$ cat config.mk
export PLATFORM = sky130hd
export DESIGN_NAME = fps_top
export DESIGN_NICKNAME = d
export VERILOG_FILES = /design/src/hdl/fps_pkg.sv /design/src/hdl/fps_sync3.sv /design/src/hdl/fps_top.sv
export VERILOG_INCLUDE_DIRS = /design/src /design/src/hdl
export SDC_FILE = /design/constraint.sdc
export NUM_CORES = 1
export LEC_CHECK = 0
export BUFFER_PORTS_ARGS = -buffer_cell sky130_fd_sc_hd__buf_2
export CORE_ASPECT_RATIO = 1.75
export CORE_UTILIZATION = 56
export CTS_BUF_LIST = sky130_fd_sc_hd__clkbuf_2 sky130_fd_sc_hd__clkbuf_4 sky130_fd_sc_hd__clkbuf_8
export DETAILED_ROUTE_END_ITERATION = 10
export GPL_TIMING_DRIVEN = 0
export MAX_ROUTING_LAYER = met4
export PLACE_DENSITY_LB_ADDON = 0.2
export SLEW_MARGIN = 10
export SYNTH_ARGS = -nofsm -noshare
export SYNTH_HDL_FRONTEND = slang
export SYNTH_SLANG_ARGS = --single-unit
$ cat constraint.sdc
create_clock -name pclk -period 2.81 [get_ports pclk]
set_clock_uncertainty 0.2 [all_clocks]
set_input_delay 0.1405 -clock pclk [delete_from_list [all_inputs] [get_ports pclk]]
set_output_delay 0.1405 -clock pclk [all_outputs]
set_load 0.05 [all_outputs]
$ cat src/hdl/fps_cfg.svh
/*
 * constants of the flash programming status and security block:
 * register offsets, reset values, fuse positions and timing counts.
 * assumes a 40 MHz pclk and a 32-bit apb with byte addresses.
 */
`ifndef FPS_CFG_SVH
`define FPS_CFG_SVH

// ==========================================================
// register byte offsets
`define FPS_OFF_STATUS   8'h00
`define FPS_OFF_CMD      8'h04
`define FPS_OFF_POLL     8'h08
`define FPS_OFF_CONFIG   8'h0C
`define FPS_OFF_NVSTATE  8'h10

// ==========================================================
// nonvolatile defaults and byte values
`define FPS_FUSE_COUNT   11
`define FPS_FUSE_RESET   11'h7FF
`define FPS_LOCK_COUNT   2
`define FPS_LOCK_RESET   2'h3
`define FPS_BYTE_ONES    8'hFF
`define FPS_BYTE_ZERO    8'h00

// ==========================================================
// fuse row positions
`define FPS_FUSE_CS0     0
`define FPS_FUSE_CS1     1
`define FPS_FUSE_SUT0    2
`define FPS_FUSE_SUT1    3

// ==========================================================
// protection levels
`define FPS_LEVEL_1      2'h1
`define FPS_LEVEL_2      2'h2
`define FPS_LEVEL_3      2'h3

// ==========================================================
// timing
`define FPS_CLK_NS       25
`define FPS_PROG_TIME_NS 2000
`define FPS_PROG_CYCLES  ((`FPS_PROG_TIME_NS + `FPS_CLK_NS - 1) / `FPS_CLK_NS)
`define FPS_SUT0_CRYSTAL_OSCILLATOR_US 14'h03E8
`define FPS_SUT0_OTHR_US 14'h0010
`define FPS_SUT1_CRYSTAL_OSCILLATOR_US 14'h07D0
`define FPS_SUT1_OTHR_US 14'h0200
`define FPS_SUT2_CRYSTAL_OSCILLATOR_US 14'h0FA0
`define FPS_SUT2_OTHR_US 14'h03E8
`define FPS_SUT3_CRYSTAL_OSCILLATOR_US 14'h3E80
`define FPS_SUT3_OTHR_US 14'h0FA0

`endif

$ cat src/hdl/fps_pkg.sv
/*
 * types of the flash programming status and security block.
 * assumes fps_cfg.svh supplies the numeric constants.
 */
package fps_pkg;

  // ==========================================================
  // programming engine states, one-hot
  typedef enum logic [2:0] {
    st_idle  = 3'b001,
    st_prog  = 3'b010,
    st_erase = 3'b100
  } fps_state_e;

  // ==========================================================
  // command opcodes written to the command register
  typedef enum logic [3:0] {
    op_nop           = 4'h0,
    op_load          = 4'h1,
    op_write_page    = 4'h2,
    op_erase_page    = 4'h3,
    op_chip_erase    = 4'h4,
    op_fuse_write    = 4'h5,
    op_fuse_write_ae = 4'h6,
    op_lock_write    = 4'h7,
    op_app_write     = 4'h8
  } fps_op_e;

  // command word as carried in pwdata[19:0]
  typedef struct packed {
    fps_op_e    op;
    logic [7:0] addr;
    logic [7:0] data;
  } fps_cmd_s;

  // programming status byte
  typedef struct packed {
    logic [3:0] unused;
    logic       load;
    logic       success;
    logic       write_inhibit;
    logic       busy;
  } fps_status_s;

endpackage

$ cat src/hdl/fps_sync3.sv
/*
 * three-flop synchroniser with agreement filter.
 * assumes async_in is asynchronous to pclk.
 */
`timescale 1ns/1ps

module fps_sync3 #(
  parameter logic RESET_VAL = 1'b0
) (
  input  wire logic pclk,
  input  wire logic presetn,
  input  wire logic async_in,
  output logic      level_out
);

  logic s1;         // metastable stage, read only by s2
  logic s2;
  logic s3;
  logic next_level;

  // ==========================================================
  // filter: a change counts once stages two and three agree
  always_comb begin
    next_level = level_out;
    if (s2 == s3) begin
      next_level = s2;
    end
  end

  // registers only
  always_ff @(posedge pclk or negedge presetn) begin
    if (!presetn) begin
      s1        <= RESET_VAL;
      s2        <= RESET_VAL;
      s3        <= RESET_VAL;
      level_out <= RESET_VAL;
    end else begin
      s1        <= async_in;
      s2        <= s1;
      s3        <= s2;
      level_out <= next_level;
    end
  end

endmodule

$ cat src/hdl/fps_top.sv
/*
 * flash programming status, completion polling, lock security and
 * user fuse logic, reached over apb.
 * assumes brownout_detected is an asynchronous pin and app_write_req
 * comes from logic on pclk.
 */
`timescale 1ns/1ps
`include "fps_cfg.svh"

// Behaviour
// - status byte: load, success, inhibit, busy
// - load command clears load; write sets
// - success cleared at start, brownout keeps low
// - brownout drives write inhibit flag low
// - busy low while programming or inhibited
// - polling read inverts msb until the cycle ends
// - erase polls with all ones reference
// - poll reference is last byte loaded
// - lock bytes ones; only chip erase restores
// - protection level decoded from two locks
// - level two rejects all external programming but chip erase and lock writes
// - level three blocks reads and debug
// - application self writes ignore lock bits
// - eleven fuses, default all ones
// - zero clears fuse, ones keeps state
// - clock source from fuses one, zero
// - start-up delay codes zero zero, zero ones
// - start-up delay codes ones zero, ones ones
// - clock fuses take effect at power-on
module fps_top (
  input  wire logic        pclk,
  input  wire logic        presetn,
  input  wire logic        psel,
  input  wire logic        penable,
  input  wire logic        pwrite,
  input  wire logic [7:0]  paddr,
  input  wire logic [31:0] pwdata,
  output logic [31:0]      prdata,
  output logic             pready,
  output logic             pslverr,
  input  wire logic        brownout_detected,
  input  wire logic        app_write_req,
  input  wire logic [7:0]  app_write_data,
  output logic [1:0]       clock_source_sel,
  output logic [13:0]      startup_delay_us,
  output logic             on_chip_debug_en,
  output logic             ext_read_allowed
);

  localparam logic [7:0] PROG_LAST = 8'(`FPS_PROG_CYCLES - 1);

  // ==========================================================
  // state
  fps_pkg::fps_state_e               state;          // engine state
  fps_pkg::fps_state_e               next_state;
  logic [7:0]                        cnt;            // cycles left in cycle
  logic [7:0]                        next_cnt;
  fps_pkg::fps_cmd_s                 pend;           // operation in flight
  fps_pkg::fps_cmd_s                 next_pend;
  logic                              load_flag;
  logic                              next_load_flag;
  logic                              success_flag;
  logic                              next_success_flag;
  logic                              bod_hit;        // brownout seen in cycle
  logic                              next_bod_hit;
  logic [7:0]                        poll_ref;       // polling reference byte
  logic [7:0]                        next_poll_ref;
  logic [`FPS_FUSE_COUNT-1:0]        fuse_row;       // 1 = fuse reads ffh
  logic [`FPS_FUSE_COUNT-1:0]        next_fuse_row;
  logic [`FPS_LOCK_COUNT-1:0]        lock_bits;      // 1 = lock reads ffh
  logic [`FPS_LOCK_COUNT-1:0]        next_lock_bits;
  logic                              rejected;       // last command refused
  logic                              next_rejected;
  logic                              brownout_detector;            // synchronised brownout
  logic [1:0]                        level;          // protection level
  fps_pkg::fps_status_s              status;
  fps_pkg::fps_cmd_s                 cmd;
  logic                              cmd_wr;
  logic                              setup;
  logic                              prog_ok;

  // ==========================================================
  // brownout pin crossing
  fps_sync3 #(
    .RESET_VAL (1'b0)
  ) u_bod_sync (
    .pclk      (pclk),
    .presetn   (presetn),
    .async_in  (brownout_detected),
    .level_out (brownout_detector)
  );

  // ==========================================================
  // decode: protection level and status byte
  always_comb begin
    case (lock_bits)
      2'b11:   level = `FPS_LEVEL_1;
      2'b10:   level = `FPS_LEVEL_2;
      default: level = `FPS_LEVEL_3;
    endcase
    status               = '0;
    status.load          = load_flag;
    status.success       = success_flag;
    status.write_inhibit = ~brownout_detector;
    status.busy          = (state == fps_pkg::st_idle) & ~brownout_detector;
    // page writes, page erase and fuse writes only with no lock and a good supply
    prog_ok = (level == `FPS_LEVEL_1) & ~brownout_detector;
    cmd     = fps_pkg::fps_cmd_s'(pwdata[19:0]);
    setup   = psel & ~penable;
    cmd_wr  = psel & penable & pready & pwrite & (paddr == `FPS_OFF_CMD);
  end

  // ==========================================================
  // programming engine next state
  always_comb begin
    next_state        = state;
    next_cnt          = cnt;
    next_pend         = pend;
    next_load_flag    = load_flag;
    next_success_flag = success_flag;
    next_bod_hit      = bod_hit;
    next_poll_ref     = poll_ref;
    next_fuse_row     = fuse_row;
    next_lock_bits    = lock_bits;
    next_rejected     = rejected;
    case (state)
      fps_pkg::st_idle: begin
        if (app_write_req && !brownout_detector) begin
          // self writes bypass the lock levels entirely
          next_state        = fps_pkg::st_prog;
          next_cnt          = PROG_LAST;
          next_pend         = '{op: fps_pkg::op_app_write, addr: 8'h00, data: app_write_data};
          next_success_flag = 1'b0;
          next_bod_hit      = 1'b0;
          next_poll_ref     = app_write_data;
        end else if (cmd_wr) begin
          next_rejected = 1'b0;
          next_pend     = cmd;
          case (cmd.op)
            fps_pkg::op_load: begin
              next_load_flag = 1'b0;
              next_poll_ref  = cmd.data;
            end
            fps_pkg::op_write_page: begin
              if (prog_ok) begin
                next_state        = fps_pkg::st_prog;
                next_load_flag    = 1'b1;
                next_success_flag = 1'b0;
              end else begin
                next_rejected = 1'b1;
              end
            end
            fps_pkg::op_erase_page, fps_pkg::op_chip_erase: begin
              if (prog_ok || (cmd.op == fps_pkg::op_chip_erase && !brownout_detector)) begin
                next_state        = fps_pkg::st_erase;
                next_poll_ref     = `FPS_BYTE_ONES;
                next_success_flag = 1'b0;
              end else begin
                next_rejected = 1'b1;
              end
            end
            fps_pkg::op_fuse_write, fps_pkg::op_fuse_write_ae: begin
              if (prog_ok && cmd.addr < 8'(`FPS_FUSE_COUNT)) begin
                next_state        = fps_pkg::st_prog;
                next_poll_ref     = cmd.data;
                next_success_flag = 1'b0;
              end else begin
                next_rejected = 1'b1;
              end
            end
            fps_pkg::op_lock_write: begin
              if (!brownout_detector && cmd.addr < 8'(`FPS_LOCK_COUNT)) begin
                next_state        = fps_pkg::st_prog;
                next_poll_ref     = cmd.data;
                next_success_flag = 1'b0;
              end else begin
                next_rejected = 1'b1;
              end
            end
            default: begin
              next_rejected = 1'b1;
            end
          endcase
          next_cnt     = PROG_LAST;
          next_bod_hit = 1'b0;
        end
      end
      fps_pkg::st_prog, fps_pkg::st_erase: begin
        if (brownout_detector) begin
          next_bod_hit = 1'b1;
        end
        if (cnt == 8'h00) begin
          next_state        = fps_pkg::st_idle;
          next_success_flag = ~bod_hit & ~brownout_detector;
          if (!bod_hit && !brownout_detector) begin
            case (pend.op)
              fps_pkg::op_chip_erase: begin
                next_lock_bits = `FPS_LOCK_RESET;
              end
              fps_pkg::op_lock_write: begin
                if (pend.data == `FPS_BYTE_ZERO) begin
                  next_lock_bits[pend.addr[0]] = 1'b0;
                end
              end
              fps_pkg::op_fuse_write, fps_pkg::op_fuse_write_ae: begin
                // the auto-erase sweep sets the row to all ones on its first byte
                if (pend.op == fps_pkg::op_fuse_write_ae && pend.addr == 8'h00) begin
                  next_fuse_row = `FPS_FUSE_RESET;
                end
                if (pend.data == `FPS_BYTE_ZERO) begin
                  next_fuse_row[pend.addr[3:0]] = 1'b0;
                end
              end
              default: begin
              end
            endcase
          end
        end else begin
          next_cnt = cnt - 8'h01;
        end
        if (cmd_wr) begin
          next_rejected = 1'b1;                           // busy, refused
        end
      end
      default: begin
        next_state = fps_pkg::st_idle;
      end
    endcase
  end

  // engine registers; nonvolatile cells default to all ones
  always_ff @(posedge pclk or negedge presetn) begin
    if (!presetn) begin
      state        <= fps_pkg::st_idle;
      cnt          <= 8'h00;
      pend         <= '0;
      load_flag    <= 1'b0;
      success_flag <= 1'b0;
      bod_hit      <= 1'b0;
      poll_ref     <= `FPS_BYTE_ONES;
      fuse_row     <= `FPS_FUSE_RESET;
      lock_bits    <= `FPS_LOCK_RESET;
      rejected     <= 1'b0;
    end else begin
      state        <= next_state;
      cnt          <= next_cnt;
      pend         <= next_pend;
      load_flag    <= next_load_flag;
      success_flag <= next_success_flag;
      bod_hit      <= next_bod_hit;
      poll_ref     <= next_poll_ref;
      fuse_row     <= next_fuse_row;
      lock_bits    <= next_lock_bits;
      rejected     <= next_rejected;
    end
  end

  // ==========================================================
  // apb slave: answer one cycle after setup
  logic [31:0] next_prdata;
  logic        next_pslverr;
  always_comb begin
    next_prdata  = 32'h0000_0000;
    next_pslverr = 1'b0;
    if (setup) begin
      case (paddr)
        `FPS_OFF_STATUS:  next_prdata[7:0] = status;
        `FPS_OFF_POLL: begin
          // completion polling: msb inverted until the cycle ends
          if (state != fps_pkg::st_idle) begin
            next_prdata[7:0] = {~poll_ref[7], poll_ref[6:0]};
          end else begin
            next_prdata[7:0] = poll_ref;
          end
        end
        `FPS_OFF_CONFIG:  next_prdata[8:0] = {rejected, ext_read_allowed, on_chip_debug_en,
                                              startup_delay_us[13:12], clock_source_sel, level};
        `FPS_OFF_NVSTATE: next_prdata[12:0] = {lock_bits, fuse_row};
        `FPS_OFF_CMD:     next_prdata = 32'h0000_0000;
        default:          next_pslverr = 1'b1;
      endcase
      if (pwrite && paddr != `FPS_OFF_CMD) begin
        next_pslverr = 1'b1;
      end
    end
  end

  always_ff @(posedge pclk or negedge presetn) begin
    if (!presetn) begin
      pready  <= 1'b0;
      prdata  <= 32'h0000_0000;
      pslverr <= 1'b0;
    end else begin
      pready  <= setup;
      prdata  <= next_prdata;
      pslverr <= next_pslverr;
    end
  end

  // ==========================================================
  // power-on configuration: captured once after reset release
  logic        cfg_done;
  logic        next_cfg_done;
  logic [1:0]  next_clock_source_sel;
  logic [1:0]  sut_lat;
  logic [1:0]  next_sut_lat;
  logic [13:0] next_startup_delay_us;
  always_comb begin
    next_cfg_done         = 1'b1;
    next_clock_source_sel = clock_source_sel;
    next_sut_lat          = sut_lat;
    if (!cfg_done) begin
      // later fuse writes are ignored until the next power-on
      next_clock_source_sel = {fuse_row[`FPS_FUSE_CS1], fuse_row[`FPS_FUSE_CS0]};
      next_sut_lat          = {fuse_row[`FPS_FUSE_SUT1], fuse_row[`FPS_FUSE_SUT0]};
    end
    // crystal sources are the codes with the second fuse cleared
    case ({sut_lat, clock_source_sel[1]})
      3'b000:  next_startup_delay_us = `FPS_SUT0_CRYSTAL_OSCILLATOR_US;
      3'b001:  next_startup_delay_us = `FPS_SUT0_OTHR_US;
      3'b010:  next_startup_delay_us = `FPS_SUT1_CRYSTAL_OSCILLATOR_US;
      3'b011:  next_startup_delay_us = `FPS_SUT1_OTHR_US;
      3'b100:  next_startup_delay_us = `FPS_SUT2_CRYSTAL_OSCILLATOR_US;
      3'b101:  next_startup_delay_us = `FPS_SUT2_OTHR_US;
      3'b110:  next_startup_delay_us = `FPS_SUT3_CRYSTAL_OSCILLATOR_US;
      default: next_startup_delay_us = `FPS_SUT3_OTHR_US;
    endcase
  end

  always_ff @(posedge pclk or negedge presetn) begin
    if (!presetn) begin
      cfg_done         <= 1'b0;
      clock_source_sel <= 2'h3;
      sut_lat          <= 2'h3;
      startup_delay_us <= `FPS_SUT3_OTHR_US;
      on_chip_debug_en <= 1'b0;
      ext_read_allowed <= 1'b0;
    end else begin
      cfg_done         <= next_cfg_done;
      clock_source_sel <= next_clock_source_sel;
      sut_lat          <= next_sut_lat;
      startup_delay_us <= next_startup_delay_us;
      on_chip_debug_en <= (level != `FPS_LEVEL_3);
      ext_read_allowed <= (level != `FPS_LEVEL_3);
    end
  end
endmodule

==> flow_summary.ini <==
[logic_synthesis]
post_synth_edffs = 0
post_synth_num_cell_types = 65
yosysWarnings = 0
synth-compound-area-share = 0.176
cell_area_after_synthesis_um2 = 4500
yosys_most_used_dff = sky130_fd_sc_hd__dfrtp_1
synth_area_per_cell_um2 = 10.7
synth_top_family_by_area = simple AND/OR/NAND/NOR gates
synth-adder-area-share = 0.00779
synth_mux_area_frac = 0.0373
syn_inst = 420
async_flop_share = 1.00
synth_simple_gate_area_frac = 0.184
synthesis_stage_register_bit_count = 91
synthXorXnorAreaFrac = 0.00974
synth_sequential_area_ratio = 0.515

[cts]
root_buffer = sky130_fd_sc_hd__clkbuf_8
tritoncts = yes
tritoncts.num_buffers = 9
clock_sink_count = 91
ctsLongestPathBuffers = 2
clkTransAtPathRegs_ns = 0.09
htreeDepth = 3
worst_skew_pair.late_latency_ns = 0.37

[detailed_routing]
routed_wirelength_um = 11200
routed-via-count = 3781
post_drt_via_cell_ratio = 5.74
drt-pass1-iter-count = 4
antenna_violating_nets_post_route = 0
drt_first_iter_violations = 295
drc_errors = 0
route.detailed.wl_per_inst_um = 17.0

[floorplanning]
floorplan.die.height_um = 121
die_area_um2 = 8410
die_extent_in_x_um = 69.7
fp-row-count = 42
initial_utilization = 0.586
io_pins = 107
design.core.area_um2 = 7670

[run]
maxCapViolations = 0

[place]
final_weighted_congestion_in_routability_driven_placement = 0.925
detailedPlacementHpwl_um = 7870
preCtsSetupSlack_ns = -0.0100
post_dp_cell_area_um2 = 5070
port_buffers = 70

[worst_setup_path]
critical_path_at_ns = 2.77
worst_setup_path_end_kind = register
worst_setup_path_start_kind = input port
worst-setup-path-type = input port to register
critical_path_required_ns = 2.86
worst-path-max-fanout = 10

[final_layout]
multi_input_area_um2 = 1960
design.final.nets = 623
final_core_density = 0.747
finalInstanceArea_um2 = 5730
layout-area-overhead-vs-synth_pct = 27.5
final_layout_size_suffix_gt1_frac = 0.342
diodes = 0
seq_area_um2 = 2320
n_fill_cell = 544

[timing]
setup_total_negative_slack_ns = 0
layout_min_cycle_time_ns = 2.72
unrepaired_setup_endpoints_after_global_routing = false
slew_at_the_pin_with_the_worst_max_slew_slack_ns = 0.772
fin_hold_ws_ns = 0.0321
final-max-slew-violation-count = 0
post-route-period-util = 0.968
setup_viol = 0
final_critical_path_setup_slack_ns = 0.0908
max_clock_freq_mhz = 368
max_slew_margin = 0.480
timing_hold_violations_final = 0

[power_and_ir_drop]
cellPowerDensity_nw_per_um2 = 592
seq_power_share = 0.475
p_switching_w = 0.00100
irDropWorstVdd_mv = 0.376
internal_power_w = 0.00239
power.share.clock = 0.290
p_comb_frac = 0.234
switching_share = 0.295
power_leakage_nw = 2.55

[worst_hold_path]
timing.hold.worst.class = input port to register

[global_route]
grt_pass1_wl_um = 18400
largest_net_degree_at_the_start_of_global_routing = 50
track_usage = 0.293
via_count_of_the_first_global_routing_pass = 3842
grt_antenna_before_repair = 0
grt_overflow_total = 0

[outcome]
run_status = completed
routing by layer:
| layer | part of all wire | vias to the layer above | track usage | wire length, um |
|---|---|---|---|---|
| met5 | 0 | - | - | 0 |
| met4 | 0.053 | 0 | 0.166 | 590 |
| met3 | 0.045 | 46 | 0.0450 | 509 |
| met2 | 0.54 | 152 | 0.512 | 6060 |
| met1 | 0.36 | 1816 | 0.314 | 4060 |
| li1 | - | 1767 | - | - |
sequential cells by signal, indices dropped and copies added, names as in the netlist, 3 cells and up:
signal            flops
cnt                   8
fuse_row             11
pend                 20
poll_ref              8
state                 3
startup_delay_us     10
prdata               13
cell families after synthesis:
group	Yosys count
simple gates	145
compound gates	108
flops	91
buf+inv	51
mux	15
xor+xnor	5
fa+ha+maj	3
other cells	2
power groups by stage:
stage | Sequential [W] | Combinational [W] | Clock [W]
5_1_grt | 0.00163 | 0.000865 | 0.00106
4_1_cts | 0.00160 | 0.000776 | 0.000993
2_1_floorplan | 0.00160 | 0.000490 | 0
3_3_place_gp | 0.00162 | 0.000630 | 0
3_5_place_dp | 0.00163 | 0.000655 | 0
6_report | 0.00161 | 0.000796 | 0.000985
layout make-up:
| type | instances | share of cell area |
|---|---|---|
| tap | 88 | 0.0192 |
| timing repair buffer | 114 | 0.141 |
| clock buffer | 10 | 0.0240 |
| sequential | 91 | 0.404 |
| inverter | 7 | 0.00458 |
| multi-input combinational | 299 | 0.342 |
| buffer | 44 | 0.0493 |
| clock inverter | 6 | 0.0153 |
synth_stat cells, drive strengths merged, types with 3 or more instances:
cell	instances	area share
nand2b	8	0.011
nor2b	4	0.0056
nand3b	4	0.0095
nor4b	4	0.012
or4	3	0.0058
a31oi	11	0.026
a21oi	21	0.026
buf	30	0.050
o22ai	8	0.014
a22o	12	0.023
nand2	45	0.038
nand3	4	0.0045
xnor2	4	0.0078
mux2	14	0.035
inv	7	0.0058
dfstp	32	0.19
clkbuf	14	0.012
o21ai	22	0.024
or3	4	0.0056
nor3	5	0.0056
nor2	31	0.026
dfrtp	59	0.33
a2bb2oi	9	0.018
nand4	3	0.0042
a22oi	10	0.017
nor4	12	0.026
and3	7	0.0097
or2	3	0.0042
placed cells by master, fill, tap and decap left out, types with 5 or more instances in the layout:
cell type                       Yosys  layout
sky130_fd_sc_hd__buf_4             28      29
sky130_fd_sc_hd__inv_1              7       7
sky130_fd_sc_hd__a31oi_2            8       8
sky130_fd_sc_hd__clkbuf_1          13      11
sky130_fd_sc_hd__and3_1             7       7
sky130_fd_sc_hd__nor4_1             8       8
sky130_fd_sc_hd__dfrtp_1           59      59
sky130_fd_sc_hd__o21ai_0           21      21
sky130_fd_sc_hd__dlygate4sd3_1      0      43
sky130_fd_sc_hd__nand2b_1           8       8
sky130_fd_sc_hd__a22o_1            12      12
sky130_fd_sc_hd__o22ai_1            6       6
sky130_fd_sc_hd__nor3_1             5       5
sky130_fd_sc_hd__a2bb2oi_1          9       9
sky130_fd_sc_hd__clkbuf_8           0      10
sky130_fd_sc_hd__nand2_1           45      45
sky130_fd_sc_hd__conb_1             2      23
sky130_fd_sc_hd__nor2_1            30      30
sky130_fd_sc_hd__a22oi_1           10      10
sky130_fd_sc_hd__buf_2              1      70
sky130_fd_sc_hd__dfstp_2           32      32
sky130_fd_sc_hd__a21oi_1           20      20
sky130_fd_sc_hd__mux2_2            14      14
timing repair:
item / CTS / global route
endpoints found under the setup margin: 1 / 16
hold buffers: 43 / 0
endpoints found under the hold margin: 113 / 0
buffers inserted: 0 / 0
gates resized for setup: 1 / 5
through the flow:
step                      power [W]  std cells
final                       0.00339        659
after floorplan             0.00209        441
after detailed placement    0.00228        600
after CTS                   0.00337        659
after global placement      0.00225        599
after global routing        0.00355        659
worst paths after layout:
kind	from	to	slack [ns]	depth (start not counted)
min in group asynchronous	presetn	startup_delay_us[12]	0.09	2
min	pwdata[17]	pend[17]	0.03	2
max reg2reg	u_bod_sync.level_out	poll_ref[6]	0.10	5
max	paddr[3]	pend[1]	0.09	9
max in group asynchronous	presetn	lock_bits[1]	1.65	3
min reg2reg	u_bod_sync.s1	u_bod_sync.s2	0.16	0
critical path, cell delays in order:
cell and delay [ns]:
sky130_fd_sc_hd__dlygate4sd3_1 0.53, sky130_fd_sc_hd__buf_2 0.15, sky130_fd_sc_hd__nand2b_1 0.19, sky130_fd_sc_hd__or4_1 0.49, sky130_fd_sc_hd__buf_4 0.20, sky130_fd_sc_hd__a21oi_4 0.16
sky130_fd_sc_hd__buf_4 0.23, sky130_fd_sc_hd__a31oi_2 0.11, sky130_fd_sc_hd__dlygate4sd3_1 0.57
Note: power is estimated with default switching activity, not from simulation.
